`src/enc_word_defs.svh`:
```
// Purpose: constants for the encoder feature word block
// Assumes: 50 MHz clock
// Notes: bit positions and reset values of the feature word
`ifndef ENC_WORD_DEFS_SVH
`define ENC_WORD_DEFS_SVH
`define CLK_PERIOD_NS 20
`define FRAME_TIME_MS 20
`define FRAME_CYCLES ((`FRAME_TIME_MS * 1000000) / `CLK_PERIOD_NS)
`define SAMPLES_NOMINAL 9'd160
`define SAMPLES_MIN 9'd156
`define SAMPLES_MAX 9'd164
`define BIT_NOISE_SUPPRESS 6
`define BIT_COMPAND_LAW 7
`define BIT_COMPAND_ON 8
`define BIT_ECHO_SUPPRESS 9
`define BIT_SILENCE_FRAME 11
`define BIT_TONE_DETECT 12
`define BIT_ECHO_CANCEL 13
`define BIT_TONE_SEND 14
`define WORD_WRITABLE_MASK 16'h7BC0
`define WORD_RESET_FIXED 16'h1000
`endif

```
`src/enc_word_pkg.sv`:
```
// Purpose: types for the encoder feature word block
// Assumes: nothing
// Notes: holds types only
`default_nettype none
package enc_word_pkg;
  typedef enum logic [1:0] {ST_RESET, ST_STRAP, ST_RUN} phase_t;
  typedef logic [15:0] feature_word_t;
  typedef struct packed {
    logic [15:0] data;
    logic compand_on;
    logic compand_law_choice;
  } frame_item_t;
endpackage : enc_word_pkg
`default_nettype wire

```
`src/encoder_feature_control.sv`:
```
// Purpose: encoder feature word, frame scheduler and frame hand-off
// Assumes: pins synchronous to CLK_I; host packets already parsed
// Notes: word travels with each frame's sample count to the encoder
//
// Function
// - Sample config pins for interface and mode
// - Schedule encoder and decoder calls
// - Flag frames outside 156 to 164 samples
// - Hand 16-bit word with each frame
// - Word settings override configuration pins
// - Bit 6 runs noise suppressor
// - Bit 7 picks mu or A law
// - Bit 8 enables companding else linear
// - Bit 9 enables echo suppressor
// - Bit 11 enables silence frames
// - Bit 12 tone detect, resets to one
// - Bit 13 enables echo canceller
// - Bit 14 sends tone frame instead
// - Bit 14 resets to zero
// - Config packet loads all writable bits
// - Frame packet word applies that frame
// - Word holds until host changes it
`include "enc_word_defs.svh"
`default_nettype none
module encoder_feature_control #(
  parameter int FRAME_CYCLES = `FRAME_CYCLES
) (
  input wire logic CLK_I,
  input wire logic RST_I,
  input wire logic [1:0] IFACE_SEL_PIN_I,
  input wire logic [1:0] MODE_SEL_PIN_I,
  input wire logic NOISE_SUPPRESS_ON_PIN_I,
  input wire logic COMPAND_LAW_CHOICE_PIN_I,
  input wire logic COMPAND_ON_PIN_I,
  input wire logic ECHO_SUPPRESS_ON_PIN_I,
  input wire logic SILENCE_FRAME_ON_PIN_I,
  input wire logic ECHO_CANCEL_ON_PIN_I,
  input wire logic CFG_WORD_VALID_I,
  input wire logic FRAME_WORD_VALID_I,
  input wire enc_word_pkg::feature_word_t ENCODER_WORD_PACKET_FIELD_I,
  input wire logic SAMPLE_VALID_I,
  input wire logic FRAME_END_I,
  output logic SAMPLE_READY_O,
  output logic ENC_CALL_VALID_O,
  input wire logic ENC_CALL_READY_I,
  output enc_word_pkg::feature_word_t ENC_WORD_O,
  output logic [8:0] ENC_SAMPLE_COUNT_O,
  output logic ENC_SIZE_ERR_O,
  output logic DEC_CALL_O,
  output logic RUNNING_O,
  output logic [1:0] IFACE_SEL_O,
  output logic [1:0] MODE_SEL_O,
  output enc_word_pkg::feature_word_t ENCODER_WORD_O,
  output logic NOISE_SUPPRESS_ON_O,
  output logic COMPAND_ON_O,
  output logic COMPAND_LAW_CHOICE_O,
  output logic ECHO_SUPPRESS_ON_O,
  output logic SILENCE_FRAME_ON_O,
  output logic TONE_DETECT_ON_O,
  output logic ECHO_CANCEL_ON_O,
  output logic TONE_SEND_ON_O
);
  import enc_word_pkg::*;

  localparam int TW = $clog2(FRAME_CYCLES + 1);

  // ----------------------------------------------------------------
  // State
  // ----------------------------------------------------------------
  typedef struct packed {
    phase_t phase;
    logic [1:0] iface;
    logic [1:0] mode;
    feature_word_t word;
    logic [8:0] count;
    logic [TW-1:0] timer;
    logic dec_call;
    logic size_err;
    logic [8:0] out_count;
  } ctl_state_t;

  ctl_state_t s_reg;
  ctl_state_t s_next;

  logic buf_in_valid;
  logic buf_in_ready;
  logic [24:0] buf_out_data;
  logic frame_close;
  feature_word_t frame_word;

  // Keeps only documented feature bits; reserved positions stay zero
  function automatic feature_word_t clean_word(input feature_word_t w);
    clean_word = w & `WORD_WRITABLE_MASK;
  endfunction : clean_word

  // Builds the post-reset word from pins
  function automatic feature_word_t strap_word(
    input logic ns, input logic law, input logic cp,
    input logic es, input logic dtx, input logic ec);
    feature_word_t w;
    w = `WORD_RESET_FIXED;
    w[`BIT_NOISE_SUPPRESS] = ns;
    w[`BIT_COMPAND_LAW] = law;
    w[`BIT_COMPAND_ON] = cp;
    w[`BIT_ECHO_SUPPRESS] = es;
    w[`BIT_SILENCE_FRAME] = dtx;
    w[`BIT_ECHO_CANCEL] = ec;
    strap_word = w;
  endfunction : strap_word

  // ----------------------------------------------------------------
  // Frame word selection
  // ----------------------------------------------------------------
  // A word arriving with the closing frame packet applies to that frame
  always_comb begin
    if (FRAME_WORD_VALID_I) begin
      frame_word = clean_word(ENCODER_WORD_PACKET_FIELD_I);
    end else begin
      frame_word = s_reg.word;
    end
  end

  assign frame_close = (s_reg.phase == ST_RUN) && FRAME_END_I;
  assign buf_in_valid = frame_close;
  // Stall intake while a closed frame cannot be queued
  assign SAMPLE_READY_O = (s_reg.phase == ST_RUN) && buf_in_ready;

  // ----------------------------------------------------------------
  // Next state
  // ----------------------------------------------------------------
  always_comb begin
    s_next = s_reg;
    s_next.dec_call = 1'b0;
    case (s_reg.phase)
      ST_RESET: begin
        s_next.phase = ST_STRAP;
      end
      ST_STRAP: begin
        // Pins caught on the second clock edge after release, never under reset
        s_next.iface = IFACE_SEL_PIN_I;
        s_next.mode = MODE_SEL_PIN_I;
        s_next.word = strap_word(NOISE_SUPPRESS_ON_PIN_I,
          COMPAND_LAW_CHOICE_PIN_I, COMPAND_ON_PIN_I,
          ECHO_SUPPRESS_ON_PIN_I, SILENCE_FRAME_ON_PIN_I,
          ECHO_CANCEL_ON_PIN_I);
        s_next.phase = ST_RUN;
      end
      ST_RUN: begin
        if (CFG_WORD_VALID_I) begin
          s_next.word = clean_word(ENCODER_WORD_PACKET_FIELD_I);
        end
        if (FRAME_WORD_VALID_I) begin
          s_next.word = clean_word(ENCODER_WORD_PACKET_FIELD_I);
        end
        if (SAMPLE_VALID_I && SAMPLE_READY_O && s_reg.count != 9'h1FF) begin
          s_next.count = s_reg.count + 9'd1;
        end
        if (frame_close && buf_in_ready) begin
          s_next.count = '0;
          s_next.out_count = s_reg.count;
          s_next.size_err = (s_reg.count < `SAMPLES_MIN) ||
            (s_reg.count > `SAMPLES_MAX);
        end
        // Decoder called on the frame cadence
        if (s_reg.timer == TW'(FRAME_CYCLES - 1)) begin
          s_next.timer = '0;
          s_next.dec_call = 1'b1;
        end else begin
          s_next.timer = s_reg.timer + TW'(1);
        end
      end
      default: begin
        s_next.phase = ST_RESET;
      end
    endcase
  end

  always_ff @(posedge CLK_I) begin
    if (RST_I) begin
      s_reg <= '0;
      s_reg.phase <= ST_RESET;
      s_reg.word <= `WORD_RESET_FIXED;
    end else begin
      s_reg <= s_next;
    end
  end

  // ----------------------------------------------------------------
  // Frame hand-off
  // ----------------------------------------------------------------
  // Word and sample count leave together; up to two frames wait for a stalled encoder
  frame_buf2 #(
    .WIDTH(25)
  ) u_frame_buf (
    .CLK_I(CLK_I),
    .RST_I(RST_I),
    .in_valid_i(buf_in_valid),
    .in_ready_o(buf_in_ready),
    .in_data_i({frame_word, s_reg.count}),
    .out_valid_o(ENC_CALL_VALID_O),
    .out_ready_i(ENC_CALL_READY_I),
    .out_data_o(buf_out_data)
  );

  assign ENC_WORD_O = buf_out_data[24:9];
  assign ENC_SAMPLE_COUNT_O = buf_out_data[8:0];
  assign ENC_SIZE_ERR_O = s_reg.size_err;
  assign DEC_CALL_O = s_reg.dec_call;
  assign RUNNING_O = (s_reg.phase == ST_RUN);
  assign IFACE_SEL_O = s_reg.iface;
  assign MODE_SEL_O = s_reg.mode;
  assign ENCODER_WORD_O = s_reg.word;

  // ----------------------------------------------------------------
  // Feature enables
  // ----------------------------------------------------------------
  // Enables follow the word only; pins matter only at strap time
  assign NOISE_SUPPRESS_ON_O = s_reg.word[`BIT_NOISE_SUPPRESS];
  assign COMPAND_ON_O = s_reg.word[`BIT_COMPAND_ON];
  assign COMPAND_LAW_CHOICE_O = s_reg.word[`BIT_COMPAND_ON] &
    s_reg.word[`BIT_COMPAND_LAW];
  assign ECHO_SUPPRESS_ON_O = s_reg.word[`BIT_ECHO_SUPPRESS];
  assign SILENCE_FRAME_ON_O = s_reg.word[`BIT_SILENCE_FRAME];
  assign TONE_DETECT_ON_O = s_reg.word[`BIT_TONE_DETECT];
  assign ECHO_CANCEL_ON_O = s_reg.word[`BIT_ECHO_CANCEL];
  assign TONE_SEND_ON_O = s_reg.word[`BIT_TONE_SEND];
endmodule : encoder_feature_control
`default_nettype wire

```
`src/frame_buf2.sv`:
```
// Purpose: two-entry valid/ready buffer
// Assumes: synchronous active-high reset
// Notes: full throughput, no combinational ready path from output side
`default_nettype none
module frame_buf2 #(
  parameter int WIDTH = 16
) (
  input wire logic CLK_I,
  input wire logic RST_I,
  input wire logic in_valid_i,
  output logic in_ready_o,
  input wire logic [WIDTH-1:0] in_data_i,
  output logic out_valid_o,
  input wire logic out_ready_i,
  output logic [WIDTH-1:0] out_data_o
);
  typedef struct packed {
    logic [1:0][WIDTH-1:0] mem;
    logic [1:0] count;
    logic rd;
    logic wr;
  } buf_state_t;
  buf_state_t s_reg;
  buf_state_t s_next;
  logic push;
  logic pop;
  assign in_ready_o = (s_reg.count != 2'd2);
  assign out_valid_o = (s_reg.count != 2'd0);
  assign out_data_o = s_reg.mem[s_reg.rd];
  assign push = in_valid_i && in_ready_o;
  assign pop = out_valid_o && out_ready_i;
  always_comb begin
    s_next = s_reg;
    if (push) begin
      s_next.mem[s_reg.wr] = in_data_i;
      s_next.wr = ~s_reg.wr;
    end
    if (pop) begin
      s_next.rd = ~s_reg.rd;
    end
    case ({push, pop})
      2'b10: s_next.count = s_reg.count + 2'd1;
      2'b01: s_next.count = s_reg.count - 2'd1;
      default: s_next.count = s_reg.count;
    endcase
  end
  always_ff @(posedge CLK_I) begin
    if (RST_I) begin
      s_reg <= '0;
    end else begin
      s_reg <= s_next;
    end
  end
endmodule : frame_buf2
`default_nettype wire

```
`config.mk`:
```
export PLATFORM = sky130hd
export DESIGN_NAME = encoder_feature_control
export DESIGN_NICKNAME = d
export VERILOG_FILES = /design/src/enc_word_pkg.sv /design/src/encoder_feature_control.sv /design/src/frame_buf2.sv
export VERILOG_INCLUDE_DIRS = /design/src /design/src/src
export SDC_FILE = /design/constraint.sdc
export NUM_CORES = 1
export LEC_CHECK = 0
export BUFFER_PORTS_ARGS = -buffer_cell sky130_fd_sc_hd__buf_4
export CORE_MARGIN = 2
export CORE_UTILIZATION = 30
export CTS_CLUSTER_SIZE = 25
export DETAILED_ROUTE_END_ITERATION = 8
export GPL_ROUTABILITY_DRIVEN = 1
export GPL_TIMING_DRIVEN = 0
export HOLD_SLACK_MARGIN = 0.03
export PLACE_DENSITY = 0.57
export RECOVER_POWER = 25
export SYNTH_ARGS = -nofsm -noshare
export SYNTH_HDL_FRONTEND = slang
export SYNTH_SLANG_ARGS = --single-unit
```
`constraint.sdc`:
```
create_clock -name CLK_I -period 3.1 [get_ports CLK_I]
set_clock_uncertainty 0.05 [all_clocks]
set_input_delay 0.62 -clock CLK_I [delete_from_list [all_inputs] [get_ports CLK_I]]
set_output_delay 0.62 -clock CLK_I [all_outputs]
set_load 0.05 [all_outputs]
```
==> results_dict.tcl, run 1 <==
set metrics [dict create \
    die_area_mm2 0.0139 \
    timing.rr.start "s_reg[34]$_SDFFE_PP0P_" \
    die-height_um 118 \
    first_iter_violations 165 \
    die-width_um 118 \
    via_per_inst 4.72 \
    required_ns 2.43 \
    p_comb_share_pct 18.7 \
    initial_core_util_pct 30.8 \
    seq_area_frac_synth_pct 42.7 \
    core_area_mm2 0.0126 \
    clock_path_buffers 2 \
    largest_register_ffs 38 \
    period_needed_ns 2.95 \
    numCtsBuffers 9 \
    routed_wl_um 9800 \
    status "completed" \
    worst_setup_path_end_kind "output pin" \
    ys_types 42 \
    io_buffers 65 \
    drive_gt1_share_pct 20.0 \
    critical_path_class "reg -> out" \
    grt_use_met2_pct 25.2 \
    clock-root-buffer "clkbuf_16" \
    synth_area_leaders "dfxtp_1, nand2_1, a21oi_1, buf_4, mux2_2" \
    worstHoldStart "u_frame_buf.s_reg[36]$_SDFFE_PP0P_" \
    cp.buffers_inverters 3 \
    synth_top_area_share_pct 42.7 \
    area_growth_pct 25.3 \
    rows 41 \
    synth_edf_count 0 \
    yosysTopAreaCell "dfxtp_1" \
    grtUsageTotal_pct 14.3 \
    synth_area_mm2 0.00389 \
    hold_violations 0 \
    syn_area_per_cell_um2 8.39 \
    arrival_ns 2.28 \
    drt-pass1-iter-count 4 \
    setup_viol 0 \
    path_cells "clkbuf_1 -> clkbuf_1 -> mux2_2 -> buf_4" \
    grt_util_met1_pct 16.9 \
    r2r-end "s_reg[38]$_SDFFE_PP0P_" \
    h-tree-depth 3 \
    cp_slowest_stage_delay_ns 0.54 \
    dp.cells 716 \
    p_sw_uw 833 \
    clock_latency_ns 0.34 \
    cp_top_family "buffers and inverters" \
    cp_max_fo 10 \
    clkSinkCount 83 \
    p_clk_share_pct 39.9 \
    wl_per_cell_um 13.4 \
    synth_commonest_cells "dfxtp_1, nand2_1, a21oi_1, nor2_1, buf_4" \
    grt_overflow 0 \
    synthFlopType "dfxtp_1" \
    start_kind "flop" \
    rr_worst_depth 9 \
    worstSetupStartpoint "u_frame_buf.s_reg[1]$_SDFFE_PP0P_" \
    io_pins 91 \
    clk_pin_slew_worst_paths_ns 0.06 \
    cts_setup_buffers 0 \
    fillers 1348 \
    max_cap_viol_count 0 \
    yosysMostFrequentCell "dfxtp_1" \
    worstMarginPinSlew_ns 0.779 \
    sw_frac_of_total_pct 30.3 \
    grt_pass1_vias 3374 \
    place_congestion 0.741 \
    slew_violations 0 \
    hold_buffers 0 \
    hp-class "reg -> reg" \
    p_int_uw 1910 \
    async_flop_share_pct 0 \
    num_vias 3454 \
    leakagePower_uw 0.00177 \
    nets 592 \
    grt_max_degree 16 \
    p_seq_share_pct 41.4 \
    crit_path_top_delay_cell "clkbuf_1" \
    grtUsageMet3_pct 3.83 \
    fmax_mhz 339 \
    fin_crit_sh_pct 95.1 \
    power.density_mw_per_mm2 563 \
    cts.repair.resized 0 \
    grt-busiest-layer "met2" \
    antenna_found_initial 0 \
    cp.depth 4 \
    drc 0 \
    max-vdd-ir-drop_mv 0.266 \
    ys_seq_elements 83 \
    path_common_cell "clkbuf_1" \
    reg2reg_slack_ns 0.58 \
    synth_cells 464 \
    slew_headroom_pct 47.6 \
    diodes 0 \
    grt_pass1_wl_um 16200 \
    rsz0062_at_grt "false" \
    synth_warnings 0 \
    fin_cells 732 \
    hpwl_um 7170 \
    setup_tns_ns 0 \
    critPathCapture "ENC_SAMPLE_COUNT_O[7]" \
    cts_tree "built" \
    ant_nets 0 \
]
area by class of cell:
type	instances	area (µm²)	share of cell area [%]
Multi-Input combinational cell	336	1950	40.1
Clock buffer	10	239	4.90
Tap cell	172	215	4.41
Buffer	51	299	6.13
Sequential cell	83	1660	34.1
Timing Repair Buffer	65	402	8.23
Clock inverter	6	72.6	1.49
Inverter	9	33.8	0.693
per-layer routing:
metal,vias up,routed length (µm)
li1,1771,-
met1,1612,4440
met2,64,4850
met3,7,422
met4,0,91
met5,-,0
power by group through the flow:
stage	clock, µW	sequential [µW]	combinational, µW
global placement	0	1160	539
detailed placement	0	1160	543
CTS	1120	1140	545
floorplan	0	1190	359
global route	1170	1140	551
finish	1100	1140	514
metrics by stage:
step,setup WS [ns],instance area (µm²),power [µW],utilization [%],hold WS (ns)
final,0.151,4880,2750,38.6,0.402
after global routing,0.0411,4880,2860,38.6,0.425
after CTS,0.124,4960,2800,39.3,0.404
after detailed placement,0.422,4650,1700,36.9,0.395
after global placement,0.453,4650,1700,36.9,0.390
after floorplan,0.893,3950,1550,-,0.383
worst min path at each step:
stage | slack [ns] | cells after the start | endpoint
6_report | 0.40 | 2 | u_frame_buf.s_reg[36]$_SDFFE_PP0P_
5_1_grt | 0.43 | 2 | u_frame_buf.s_reg[7]$_SDFFE_PP0P_
4_1_cts | 0.40 | 2 | u_frame_buf.s_reg[36]$_SDFFE_PP0P_
3_5_place_dp | 0.39 | 2 | u_frame_buf.s_reg[10]$_SDFFE_PP0P_
3_3_place_gp | 0.39 | 2 | u_frame_buf.s_reg[36]$_SDFFE_PP0P_
2_1_floorplan | 0.38 | 2 | u_frame_buf.s_reg[29]$_SDFFE_PP0P_
cells by family after synthesis:
| family | after synthesis | synth area share (%) |
|---|---|---|
| xor gates and xnor gates | 14 | 3.15 |
| adders and majority gates | 4 | 1.29 |
| muxes | 25 | 6.98 |
| and+or+nand+nor | 184 | 22.9 |
| other | 1 | 0.0963 |
| AOI/OAI and AO/OA | 93 | 14.4 |
| buffers and inverters | 60 | 8.55 |
| DFF | 83 | 42.7 |
cells in the final DEF (no fill, tap or decap), drive strengths merged, types with 11 or more instances in the layout:
cell / instances
dfxtp: 83
buf: 73
nand2: 72
clkbuf: 53
a21oi: 43
nor2: 42
mux2: 17
o21ai: 16
a211oi: 16
conb: 16
or3: 13
inv: 11
worst register-to-register path: cells and delay by family, from the launching register on:
| kind | cells | cell delay (ns) |
|---|---|---|
| flops | 1 | 0.31 |
| fa+ha+maj | 1 | 0.15 |
| simple gates | 5 | 0.92 |
| buf+inv | 1 | 0.27 |
| compound gates | 2 | 0.69 |
Power figures use the tool's default switching activity.
==> run 2: changes to the inputs <==
Settings changed: CORE_ASPECT_RATIO set to 1.25.
==> run 2 against run 1 <==
Against the previous run:
- via count stayed put
- wire length is 1.3% lower
- final area is 0.72% lower
- sequential cell count stayed put
- critical path depth stayed put
- sequential share of layout area is 0.25 points higher
- sequential power hardly changed
- first-iteration DRC count is 15% lower
- non-clock buffer count stayed put
- setup slack better by 0.013 ns
- utilization is 0.41 points lower
- critical endpoint is now ENC_WORD_O[13]
==> results_dict.tcl, run 2 (synthesis results as in run 1) <==
set metrics [dict create \
    hpwl_um 7190 \
    worst_setup_path_end_kind "output pin" \
    layout_common_cells "dfxtp_1, nand2_1, buf_4" \
    max_cap_viol_count 0 \
    cp_slowest_stage_delay_ns 0.54 \
    grt_use_met2_pct 25.6 \
    antenna_found_initial 0 \
    rr_worst_depth 9 \
    path_cells "clkbuf_1 -> clkbuf_1 -> mux2_2 -> buf_4" \
    clock_latency_ns 0.33 \
    leakagePower_uw 0.00176 \
    grtUsageMet3_pct 1.98 \
    worstHoldStart "u_frame_buf.s_reg[32]$_SDFFE_PP0P_" \
    status "completed" \
    hold_violations 0 \
    power_uw 2650 \
    setup_viol 0 \
    hp-class "reg -> reg" \
    initial_core_util_pct 30.7 \
    drc 0 \
    fmax_mhz 340 \
    ant_nets 0 \
    first_iter_violations 141 \
    critical_path_class "reg -> out" \
    start_kind "flop" \
    nets 592 \
    slew_violations 0 \
    clkSinkCount 83 \
    preCtsSetupSlack_ns 0.479 \
    slew_headroom_pct 52.0 \
    numCtsBuffers 9 \
    required_ns 2.43 \
    final_common_cell "dfxtp_1" \
    path_common_cell "clkbuf_1" \
    die-width_um 106 \
    cts_setup_buffers 0 \
    io_pins 91 \
    drt-pass1-iter-count 4 \
    cts_tree "built" \
    io_buffers 65 \
    setup_tns_ns 0 \
    clock_path_buffers 2 \
    routed_wl_um 9670 \
    arrival_ns 2.27 \
    h-tree-depth 3 \
    via_per_inst 4.74 \
    die_area_mm2 0.0139 \
    die-height_um 131 \
    place_congestion 0.778 \
    wl_per_cell_um 13.3 \
    worstMarginPinSlew_ns 0.714 \
    area_growth_pct 24.4 \
    grt_max_degree 14 \
    power.density_mw_per_mm2 547 \
    hold_buffers 0 \
    cts.repair.resized 0 \
    grtUsageTotal_pct 14.5 \
    timing.rr.start "s_reg[34]$_SDFFE_PP0P_" \
    rsz0062_at_grt "false" \
    num_vias 3454 \
    max-vdd-ir-drop_mv 0.293 \
    grt_pass1_vias 3294 \
    worstSetupStartpoint "u_frame_buf.s_reg[1]$_SDFFE_PP0P_" \
    grt_overflow 0 \
    core_area_mm2 0.0127 \
    timing.final.ws_setup_ns 0.163 \
    cp_max_fo 10 \
    diodes 0 \
    grt-busiest-layer "met2" \
    rows 46 \
    clk_pin_slew_worst_paths_ns 0.06 \
    grt_pass1_wl_um 16200 \
    grt_util_met1_pct 17.3 \
    drive_gt1_share_pct 19.6 \
    clock-root-buffer "clkbuf_16" \
    largest_register_ffs 38 \
    period_needed_ns 2.94 \
    crit_path_top_delay_cell "clkbuf_1" \
    holdPathStages 2 \
    fin_crit_sh_pct 94.7 \
]
run 2: per-stage QoR:
step	cells	hold slack [ns]	instance area, µm²	utilization, %
finish	728	0.400	4840	38.2
global route	728	0.422	4840	38.2
CTS	728	0.404	4930	38.9
detailed placement	712	0.394	4650	36.7
global placement	712	0.390	4650	36.7
floorplan	479	0.383	3950	-
run 2: where the power goes:
group	internal [µW]	leakage (µW)	switching, µW
clock network	583	0.000135	414
logic	155	0.000953	358
registers	1100	0.000672	33.2
total	1840	0.00176	805
run 2: cell type report:
class                   count  area, µm²
plain buffers              51        299
clock buffers              12        256
clock inverters             4       25.0
fillers                  1364       7820
inverters                   9       33.8
multi-input cells         336       1950
flip-flops and latches     83       1660
well taps                 168        210
repair buffers             65        402
run 2: metal layers:
metal | vias to the layer above | routed length, µm
met3 | 12 | 336
met2 | 75 | 5050
met5 | - | 0
met4 | 0 | 178
li1 | 1763 | -
met1 | 1604 | 4110
run 2: worst max-delay path: cells and delay by family (launching register included):
family                 cells  cell delay (ns)
buffers and inverters      3             1.20
DFF                        1             0.30
muxes                      1             0.42
run 2: path summary, 6_finish.rpt:
kind                                              to  slack (ns)
setup reg to reg              s_reg[36]$_SDFFE_PP0P_        0.60
hold reg to reg   u_frame_buf.s_reg[32]$_SDFFE_PP0P_        0.40
hold / removal    u_frame_buf.s_reg[32]$_SDFFE_PP0P_        0.40
setup / recovery                      ENC_WORD_O[13]        0.16
==> run 3: changes to the inputs <==
Settings changed: CORE_UTILIZATION 30 to 58, GPL_ROUTABILITY_DRIVEN 1 to unset, PLACE_DENSITY 0.57 to 0.92.
==> run 3 against run 2 <==
Against the previous run:
- first-iteration DRC count is 51% higher
- final area is 3.5% lower
- count of clock-buffer cells in the layout decreased by 3
- setup slack lost 0.058 ns
- sequential power about the same
- die area down 47%
- critical path depth did not move
- highest routed layer unchanged
==> results_dict.tcl, run 3 (synthesis results as in run 1) <==
set metrics [dict create \
    antenna_found_initial 0 \
    drt-pass1-iter-count 5 \
    layout_common_cells "dfxtp_1, nand2_1, buf_4" \
    rr_worst_depth 9 \
    clock_path_buffers 2 \
    period_needed_ns 2.99 \
    grt_pass1_wl_um 15800 \
    die_area_mm2 0.00739 \
    r2r-end "s_reg[38]$_SDFFE_PP0P_" \
    diodes 0 \
    nets 592 \
    place_congestion 0.890 \
    grt_pass1_vias 3576 \
    timing.rr.start "s_reg[34]$_SDFFE_PP0P_" \
    power.density_mw_per_mm2 529 \
    io_buffers 65 \
    critical_path_class "reg -> out" \
    final_common_cell "dfxtp_1" \
    hpwl_um 6980 \
    setup_viol 0 \
    clkSinkCount 83 \
    reg2reg_slack_ns 0.65 \
    hp-class "reg -> reg" \
    worst_setup_path_end_kind "output pin" \
    die-width_um 77.3 \
    area_growth_pct 20.1 \
    max-vdd-ir-drop_mv 0.466 \
    required_ns 2.43 \
    grt_overflow 0 \
    max_cap_viol_count 0 \
    setup_tns_ns 0 \
    io_pins 91 \
    worstSetupStartpoint "u_frame_buf.s_reg[1]$_SDFFE_PP0P_" \
    drc 0 \
    rows 33 \
    first_iter_violations 213 \
    core_area_mm2 0.00652 \
    clock-root-buffer "clkbuf_8" \
    h-tree-depth 3 \
    slew_violations 0 \
    num_vias 3658 \
    worstMarginPinSlew_ns 0.860 \
    clock_latency_ns 0.37 \
    crit_path_top_delay_cell "clkbuf_1" \
    numCtsBuffers 9 \
    whs_ns 0.409 \
    arrival_ns 2.32 \
    clk_pin_slew_worst_paths_ns 0.10 \
    wl_per_cell_um 15.3 \
    cts_tree "built" \
    path_cells "clkbuf_1 -> clkbuf_1 -> mux2_2 -> buf_4" \
    critPathCapture "ENC_SAMPLE_COUNT_O[8]" \
    cp_max_fo 10 \
    status "completed" \
    start_kind "flop" \
    cts.repair.resized 0 \
    hold_buffers 0 \
    leakagePower_uw 0.00173 \
    initial_core_util_pct 59.7 \
    drive_gt1_share_pct 20.0 \
    fmax_mhz 334 \
    cts_setup_buffers 0 \
    ant_nets 0 \
    routed_wl_um 9920 \
    largest_register_ffs 38 \
    grtUsageTotal_pct 27.1 \
    die-height_um 95.6 \
    rsz0062_at_grt "false" \
    grt_max_degree 17 \
    fillers 573 \
    cp_slowest_stage_delay_ns 0.54 \
    hold_violations 0 \
    slew_headroom_pct 42.2 \
    path_common_cell "clkbuf_1" \
    fin_crit_sh_pct 96.6 \
    via_per_inst 5.65 \
]
[run 3: final cells by class]
class	count	area, µm²	share of cell area, %
plain buffers	51	299	6.40
repair buffers	65	405	8.67
well taps	87	109	2.33
clock buffers	9	124	2.65
clock inverters	7	87.6	1.87
inverters	9	33.8	0.723
flip-flops and latches	83	1660	35.5
multi-input cells	336	1950	41.8
[run 3: stage by stage]
| step | std cells | power, µW | instance area [µm²] | util (%) | setup WS, ns |
|---|---|---|---|---|---|
| 2_1_floorplan | 479 | 1550 | 3950 | - | 0.893 |
| 3_3_place_gp | 631 | 1690 | 4550 | 69.7 | 0.555 |
| 3_5_place_dp | 631 | 1700 | 4550 | 69.7 | 0.526 |
| 4_1_cts | 647 | 2500 | 4760 | 72.9 | 0.123 |
| 5_1_grt | 647 | 2560 | 4670 | 71.7 | 0.0329 |
| 6_report | 647 | 2470 | 4670 | 71.7 | 0.105 |
[run 3: worst max-delay path: cells and delay by family (launching register included)]
family | cells | cell delay [ns]
buf+inv | 3 | 1.20
flops | 1 | 0.31
mux | 1 | 0.43
[run 3: power breakdown]
group | leakage (µW) | internal [µW] | switching (µW)
clock | 0.0000988 | 384 | 436
sequential | 0.000672 | 1100 | 33.8
combinational | 0.000957 | 156 | 363
total | 0.00173 | 1640 | 833
[run 3: worst min-delay path by stage]
stage	start	endpoint	slack, ns	cells past startpoint
final	u_frame_buf.s_reg[29]$_SDFFE_PP0P_	u_frame_buf.s_reg[29]$_SDFFE_PP0P_	0.41	2
after detailed placement	u_frame_buf.s_reg[29]$_SDFFE_PP0P_	u_frame_buf.s_reg[29]$_SDFFE_PP0P_	0.40	2
after global routing	u_frame_buf.s_reg[11]$_SDFFE_PP0P_	u_frame_buf.s_reg[11]$_SDFFE_PP0P_	0.44	2
after global placement	u_frame_buf.s_reg[32]$_SDFFE_PP0P_	u_frame_buf.s_reg[32]$_SDFFE_PP0P_	0.39	2
after CTS	u_frame_buf.s_reg[29]$_SDFFE_PP0P_	u_frame_buf.s_reg[29]$_SDFFE_PP0P_	0.41	2
after floorplan	u_frame_buf.s_reg[29]$_SDFFE_PP0P_	u_frame_buf.s_reg[29]$_SDFFE_PP0P_	0.38	2
[run 3: routing by layer]
| metal | vias to the layer above | share of wire, % | track usage (%) |
|---|---|---|---|
| met5 | - | 0 | 0 |
| met2 | 143 | 53 | 50.7 |
| met1 | 1709 | 38 | 27.6 |
| met4 | 0 | 3.6 | 15.8 |
| met3 | 36 | 5.9 | 6.16 |
| li1 | 1770 | - | - |
